===== config.mk =====
export PLATFORM = sky130hd
export DESIGN_NAME = eight_bit_timer_mode_control
export DESIGN_NICKNAME = d
export VERILOG_FILES = /design/src/hdl/timer_pkg.sv /design/src/hdl/eight_bit_timer_mode_control.sv /design/src/hdl/timer_counter_core.sv
export SDC_FILE = /design/constraint.sdc
export NUM_CORES = 1
export LEC_CHECK = 0
export ABC_AREA = 1
export BUFFER_PORTS_ARGS = -buffer_cell sky130_fd_sc_hd__buf_2
export CAP_MARGIN = 15
export CORE_UTILIZATION = 45
export DETAILED_ROUTE_END_ITERATION = 8
export GPL_TIMING_DRIVEN = 0
export PLACE_DENSITY = 0.71
export RECOVER_POWER = 25
export SLEW_MARGIN = 20
export SYNTH_ARGS = -nofsm -noshare
export SYNTH_HDL_FRONTEND = slang
export SYNTH_SLANG_ARGS = --single-unit

===== constraint.sdc =====
create_clock -name clk_sys -period 4.29 [get_ports clk_sys]
set_clock_uncertainty 0.05 [all_clocks]
set_input_delay 0.6435 -clock clk_sys [delete_from_list [all_inputs] [get_ports clk_sys]]
set_output_delay 0.6435 -clock clk_sys [all_outputs]
set_load 0.005 [all_outputs]

===== src/hdl/timer_pkg.sv =====
package timer_pkg;
   localparam int unsigned CLK_HZ = 125_000_000;
   localparam logic [15:0] TIMER_MODE_CONTROL_ADDR = 16'hFF43;
   localparam logic [15:0] PIN_ROUTE_SELECT_ADDR = 16'hFF44;
   localparam logic [7:0] TIMER_MODE_CONTROL_RESET = 8'h00;
   localparam logic [7:0] PIN_ROUTE_SELECT_RESET = 8'h00;
   localparam int unsigned COUNT_RUN_POS = 7;
   localparam int unsigned MODE_SELECT_POS = 6;
   localparam int unsigned FLIPFLOP_SET_POS = 3;
   localparam int unsigned FLIPFLOP_CLEAR_POS = 2;
   localparam int unsigned INVERSION_POLARITY_POS = 1;
   localparam int unsigned OUTPUT_ENABLE_POS = 0;
   localparam int unsigned INPUT_ROUTE_LOW_POS = 0;
   localparam int unsigned INPUT_ROUTE_HIGH_POS = 1;
   // bits that hold state; 5 and 4 are reserved, 3 and 2 are write-only
   localparam logic [7:0] TIMER_MODE_STORED_MASK = 8'hC3;
   localparam logic [7:0] PIN_ROUTE_STORED_MASK = 8'h03;
   localparam logic [7:0] COUNT_ZERO = 8'h00;
   localparam logic [7:0] COUNT_ONE = 8'h01;
   localparam logic [7:0] COUNT_MAX = 8'hFF;

   typedef enum logic [1:0]
   {
      ROUTE_NONE = 2'b00,
      ROUTE_FIRST = 2'b01,
      ROUTE_SECOND = 2'b10,
      ROUTE_BAD = 2'b11
   } input_route_t;
endpackage


===== src/hdl/eight_bit_timer_mode_control.sv =====
// Function
// - writing the count-run bit to 0 stops the counter until it is set again.
// - mode bit 0 clears and restarts on compare match, 1 runs free as PWM.
// - set/clear bits force the output flip-flop high/low, 00 keeps it, 11 is banned.
// - inversion bit enables toggling outside PWM and picks active-low in PWM.
// - output enable 0 holds the timer output pin low, 1 lets the timer drive it.
// - the set and clear bits at positions 3 and 2 are write-only and read 0.
// - set and clear writes are ignored while in PWM mode.
// - in PWM mode clearing the run bit drives the output inactive.
// - mode, preset, polarity and enable act on the pin whether running or not.
// - reset clears the pin-route select register to zero.
// - route field 00 none, 01 first pin, 10 second pin; 11 is not written.
// - by default the interrupt and wide timer inputs sit on the second pin.
module eight_bit_timer_mode_control
   import timer_pkg::*;
(
   input wire logic clk_sys,
   input wire logic reset,
   input wire logic clk_en,
   input wire logic [15:0] reg_addr,
   input wire logic reg_wr,
   input wire logic [7:0] reg_wdata,
   input wire logic reg_bit_wr,
   input wire logic [2:0] reg_bit_idx,
   input wire logic reg_bit_val,
   input wire logic reg_rd,
   input wire logic count_tick,
   input wire logic [7:0] compare_value,
   input wire logic route_pin_first,
   input wire logic route_pin_second,
   output logic [7:0] reg_rdata,
   output logic timer_output_pin,
   output logic timer_input_pin,
   output logic external_interrupt_input,
   output logic wide_timer_input,
   output logic high_res_timer_output_assigned,
   output logic [7:0] eight_bit_counter,
   output logic compare_match
);
   logic [7:0] timer_mode_control_q;
   logic [7:0] pin_route_select_q;
   logic flipflop_q;
   logic sel_tmc;
   logic sel_route;
   logic any_wr;
   logic [7:0] tmc_view;
   logic [7:0] route_view;
   logic [7:0] tmc_wr_val;
   logic [7:0] route_wr_val;
   logic count_run_bit;
   logic mode_select_bit;
   logic inversion_polarity_bit;
   logic output_enable_bit;
   logic flipflop_set_bit;
   logic flipflop_clear_bit;
   logic [7:0] count_val;
   logic match_pulse;
   logic wrap_pulse;
   logic pwm_active;
   logic pin_level;
   input_route_t input_route;

   assign sel_tmc = (reg_addr == TIMER_MODE_CONTROL_ADDR);
   assign sel_route = (reg_addr == PIN_ROUTE_SELECT_ADDR);
   assign any_wr = reg_wr || reg_bit_wr;

   // stored bits only; write-only preset bits always show as zero
   assign tmc_view = timer_mode_control_q & TIMER_MODE_STORED_MASK;
   assign route_view = pin_route_select_q & PIN_ROUTE_STORED_MASK;

   // a 1-bit write merges into what a read returns, so preset bits stay 0
   always_comb
   begin
      tmc_wr_val = tmc_view;
      route_wr_val = route_view;
      if (reg_wr)
      begin
         tmc_wr_val = reg_wdata;
         route_wr_val = reg_wdata;
      end
      else
      begin
         tmc_wr_val[reg_bit_idx] = reg_bit_val;
         route_wr_val[reg_bit_idx] = reg_bit_val;
      end
   end

   assign flipflop_set_bit = tmc_wr_val[FLIPFLOP_SET_POS];
   assign flipflop_clear_bit = tmc_wr_val[FLIPFLOP_CLEAR_POS];
   assign count_run_bit = timer_mode_control_q[COUNT_RUN_POS];
   assign mode_select_bit = timer_mode_control_q[MODE_SELECT_POS];
   assign inversion_polarity_bit =
      timer_mode_control_q[INVERSION_POLARITY_POS];
   assign output_enable_bit = timer_mode_control_q[OUTPUT_ENABLE_POS];
   assign input_route = input_route_t'(route_view[1:0]);

   always_ff @(posedge clk_sys or posedge reset)
   begin
      if (reset)
      begin
         timer_mode_control_q <= TIMER_MODE_CONTROL_RESET;
      end
      else if (clk_en && any_wr && sel_tmc)
      begin
         timer_mode_control_q <= tmc_wr_val & TIMER_MODE_STORED_MASK;
      end
   end

   always_ff @(posedge clk_sys or posedge reset)
   begin
      if (reset)
      begin
         pin_route_select_q <= PIN_ROUTE_SELECT_RESET;
      end
      else if (clk_en && any_wr && sel_route)
      begin
         pin_route_select_q <= route_wr_val & PIN_ROUTE_STORED_MASK;
      end
   end

   always_ff @(posedge clk_sys or posedge reset)
   begin
      if (reset)
      begin
         reg_rdata <= 8'h00;
      end
      else if (clk_en && reg_rd)
      begin
         if (sel_tmc)
         begin
            reg_rdata <= tmc_view;
         end
         else if (sel_route)
         begin
            reg_rdata <= route_view;
         end
         else
         begin
            reg_rdata <= 8'h00;
         end
      end
   end

   timer_counter_core u_core
   (
      .clk_sys(clk_sys),
      .reset(reset),
      .clk_en(clk_en),
      .run(count_run_bit),
      .pwm_mode(mode_select_bit),
      .count_tick(count_tick),
      .compare_value(compare_value),
      .count_q(count_val),
      .match_q(match_pulse),
      .wrap_q(wrap_pulse)
   );

   // output flip-flop: preset wins over a toggle landing in the same cycle,
   // since software expects the level it just wrote
   always_ff @(posedge clk_sys or posedge reset)
   begin
      if (reset)
      begin
         flipflop_q <= 1'b0;
      end
      else if (clk_en)
      begin
         if (any_wr && sel_tmc && !tmc_wr_val[MODE_SELECT_POS]
             && !mode_select_bit && (flipflop_set_bit ^ flipflop_clear_bit))
         begin
            flipflop_q <= flipflop_set_bit;
         end
         else if (!mode_select_bit && inversion_polarity_bit && match_pulse)
         begin
            flipflop_q <= ~flipflop_q;
         end
      end
   end

   // pwm: active from wrap to match; stopped counter means inactive
   always_ff @(posedge clk_sys or posedge reset)
   begin
      if (reset)
      begin
         pwm_active <= 1'b0;
      end
      else if (clk_en)
      begin
         if (!count_run_bit || !mode_select_bit)
         begin
            pwm_active <= 1'b0;
         end
         else if (match_pulse)
         begin
            pwm_active <= 1'b0;
         end
         else if (wrap_pulse)
         begin
            pwm_active <= 1'b1;
         end
      end
   end

   // pin follows the settings regardless of the run bit
   assign pin_level = mode_select_bit ? (pwm_active ^ inversion_polarity_bit)
                                      : flipflop_q;

   always_ff @(posedge clk_sys or posedge reset)
   begin
      if (reset)
      begin
         timer_output_pin <= 1'b0;
      end
      else if (clk_en)
      begin
         timer_output_pin <= output_enable_bit && pin_level;
      end
   end

   // input routing; the forbidden code 11 behaves as no assignment
   always_ff @(posedge clk_sys or posedge reset)
   begin
      if (reset)
      begin
         timer_input_pin <= 1'b0;
         external_interrupt_input <= 1'b0;
         wide_timer_input <= 1'b0;
         high_res_timer_output_assigned <= 1'b0;
      end
      else if (clk_en)
      begin
         case (input_route)
            ROUTE_FIRST: timer_input_pin <= route_pin_first;
            ROUTE_SECOND: timer_input_pin <= route_pin_second;
            default: timer_input_pin <= 1'b0;
         endcase
         external_interrupt_input <= route_pin_second;
         wide_timer_input <= route_pin_second;
         high_res_timer_output_assigned <= 1'b0;
      end
   end

   always_ff @(posedge clk_sys or posedge reset)
   begin
      if (reset)
      begin
         eight_bit_counter <= COUNT_ZERO;
         compare_match <= 1'b0;
      end
      else if (clk_en)
      begin
         eight_bit_counter <= count_val;
         compare_match <= match_pulse;
      end
   end
endmodule // eight_bit_timer_mode_control


===== src/hdl/timer_counter_core.sv =====
module timer_counter_core
   import timer_pkg::*;
(
   input wire logic clk_sys,
   input wire logic reset,
   input wire logic clk_en,
   input wire logic run,
   input wire logic pwm_mode,
   input wire logic count_tick,
   input wire logic [7:0] compare_value,
   output logic [7:0] count_q,
   output logic match_q,
   output logic wrap_q
);
   logic at_match;
   logic at_max;

   assign at_match = (count_q == compare_value);
   assign at_max = (count_q == COUNT_MAX);

   // counter held at zero while stopped, so a restart begins from zero
   always_ff @(posedge clk_sys or posedge reset)
   begin
      if (reset)
      begin
         count_q <= COUNT_ZERO;
      end
      else if (clk_en)
      begin
         if (!run)
         begin
            count_q <= COUNT_ZERO;
         end
         else if (count_tick)
         begin
            if (!pwm_mode && at_match)
            begin
               count_q <= COUNT_ZERO;
            end
            else
            begin
               count_q <= count_q + COUNT_ONE;
            end
         end
      end
   end

   always_ff @(posedge clk_sys or posedge reset)
   begin
      if (reset)
      begin
         match_q <= 1'b0;
         wrap_q <= 1'b0;
      end
      else if (clk_en)
      begin
         match_q <= run && count_tick && at_match;
         wrap_q <= run && count_tick && pwm_mode && at_max;
      end
   end
endmodule // timer_counter_core


==> metrics.md <==
| Metric | Value |
|---|---|
| Die H | 68.2 um |
| Largest family of logic cells by synthesized area | simple AND/OR/NAND/NOR gates |
| Commonest non-fill, non-tap cell in the layout | nand2_1 |
| P per Cell Area | 345 mW/mm^2 |
| Crit path arrival time | 1.73 ns |
| Grt total ovfl | 0 |
| YS warnings | 0 |
| Drt total wl | 4220 um |
| Worst Path Max Fanout | 6 |
| Worst slew pin tran | 1.26 ns |
| Yosys reg bits | 34 |
| Vias | 1834 |
| Post-Syn Instances | 258 |
| Seq/Total Area, Yosys | 43.1% |
| Outcome | complete, no violations |
| CTS clk-pin slew, worst paths | 0.07 ns |
| Worst Setup End Kind | flop |
| Mean area per synthesized cell | 7.64 um^2 |
| MaxCap Viol Count | 0 |
| Clk root buf | clkbuf_8 |
| RSZ-0062 raised after global routing | false |
| Post-Syn Area | 0.00197 mm^2 |
| Vias per cell | 4.84 |
| Fin nets | 376 |
| Inserted Clock Buffers | 5 |
| Hold path cells | 2 |
| Yosys cell types | 34 |
| Post-synthesis adder-cell area fraction | 1.90% |
| Vias in the first global route | 1594 |
| Synth Area in Compound Gates | 9.90% |
| Clk Latency, worst-skew pair | 0.29 ns |
| Core area | 0.00412 mm^2 |
| Hold Buf Count CTS | 0 |
| DRC Markers | 0 |
| # IOs | 67 |
| Final setup viols | 0 |
| Max-slew headroom | 15.6% |
| Worst R2R Path Depth | 6 |
| CTS tree | done |
| Worst min path class | flop to flop |
| Setup Fix Bufs, Post-CTS | 0 |
| H-tree depth | 2 |
| Post-route setup TNS | 0 ns |
| DP HPWL | 3340 um |
| Starting Density | 47.9% |
| Post-route ant nets | 0 |
| Max IR drop VDD | 0.130 mV |
| Rows | 23 |
| Area grow syn2layout | 23.7% |
| Die area | 0.00465 mm^2 |
| Largest net degree at the start of global routing | 35 |
| Initial antenna violation count | 0 |
| Synth Area in Simple Gates | 30.4% |
| Gr usage total | 20.1% |
| CTS Sinks | 34 |
| Iter 0 DRT Violations | 79 |
| Tmin final | 1.61 ns |
| CP required | 4.41 ns |
| WL/cell | 11.1 um |
| Antenna Cells | 0 |
| Post-synthesis mux area share | 0% |
| Post-cts gate resize count | 0 |
| Drt first pass iters | 4 |
| Fmax | 621 MHz |
| Most frequent cells in the layout | 78 x nand2_1, 61 x buf_2, 34 x dfrtp_1 |
| Slew Limit Fails | 0 |
| Final count of hold timing violations | 0 |
| Xor-xnor portion of the synthesized cell area | 5.77% |
| Setup CP Type | flop to flop |
| Die width | 68.2 um |
| Leak pwr | 1.31 nW |
| Fraction of layout cells with a size suffix above 1 | 26.4% |
| Fin util | 59.3% |
| Final Cycle Share | 37.5% |
| Port Buffers | 59 |
| First-pass GRT wire length | 6910 um |
| RePlAce Congestion | 0.845 |
| Startpoint types | flop |
| Max clock buf depth | 2 |
## metrics by stage
step                std cells  setup slack, ns  area [um^2]  hold WS (ns)  power (mW)
finish                    379             2.68         2440         0.417       0.842
global route              379             2.51         2440         0.449       0.896
CTS                       379             2.67         2440         0.419       0.854
detailed placement        371             2.41         2340         0.403       0.603
global placement          371             2.37         2340         0.399       0.594
floorplan                 262             2.71         1990         0.415       0.528
## layer usage
| metal | part of all wire (%) | up-vias | wire [um] | track usage [%] |
|---|---|---|---|---|
| met3 | 5.8 | 5 | 245 | 4.00 |
| met5 | 0 | - | 0 | 0 |
| li1 | - | 960 | - | - |
| met4 | 1.3 | 0 | 56 | 6.25 |
| met1 | 48 | 808 | 2020 | 27.0 |
| met2 | 45 | 61 | 1900 | 32.1 |
## sequential cells by signal (all words and copies together), names as in the netlist
| signal | flops |
|---|---|
| compare_match | 1 |
| eight_bit_counter | 8 |
| flipflop_q | 1 |
| pin_route_select_q | 2 |
| pwm_active | 1 |
| reg_rdata | 4 |
| timer_input_pin | 1 |
| timer_mode_control_q | 4 |
| timer_output_pin | 1 |
| u_core.count_q | 8 |
| u_core.match_q | 1 |
| u_core.wrap_q | 1 |
| wide_timer_input | 1 |
## power breakdown
group / switching, mW / internal (mW) / total (mW)
Combinational: 0.0916 / 0.0899 / 0.181
Clock: 0.119 / 0.129 / 0.248
Sequential: 0.0485 / 0.364 / 0.413
## synth_stat cells (all sizes together)
cell type  count  share of area [%]
nand2         78                 15
dfrtp         34                 43
inv           27                5.1
nor2          27                5.6
nand3         18                4.8
o21ai         12                3.6
buf            9                3.0
xnor2          9                4.0
a21oi          7                2.0
nand4          5                1.6
nor3           5                1.8
xor2           4                1.8
a22o           3                1.3
ha             3                1.9
o31ai          3                1.1
a21boi         2               0.76
clkbuf         2               0.38
nor4           2               0.63
o22ai          2               0.63
or2            2               0.63
and3b          1               0.44
clkinv         1               0.19
conb           1               0.19
o2111ai        1               0.44
## worst paths after layout
check	from	endpoint	slack, ns
max	u_core.count_q[4]	u_core.count_q[7]	2.68
min	eight_bit_counter[7]	eight_bit_counter[7]	0.42
max reg2reg	u_core.count_q[4]	u_core.count_q[7]	2.68
min reg2reg	eight_bit_counter[7]	eight_bit_counter[7]	0.42
max in group asynchronous	reset	reg_rdata[0]	2.79
min in group asynchronous	reset	eight_bit_counter[6]	0.65
## critical path: stages (launching register included)
cell,delay [ns]
dfrtp_1,0.46
xnor2_1,0.19
nand2_1,0.08
nor3_2,0.16
nand3_1,0.17
a21oi_2,0.31
nor2_1,0.08
## cells by family (layout without fill, tap and decap cells)
group	Yosys count	in the layout
simple gates	138	138
xor+xnor	13	13
buf+inv	39	106
fa+ha+maj	3	3
flops	34	34
other cells	1	5
compound gates	30	30
## layout make-up
cell class / count / area (um^2)
fill: 412 / 1680
multi-input combinational: 189 / 965
sequential: 34 / 851
timing repair buffer: 59 / 295
inverter: 28 / 105
clock buffer: 6 / 82.6
buffer: 11 / 66.3
tap: 50 / 62.6
clock inverter: 2 / 12.5
(Power assumes the default switching activity.)
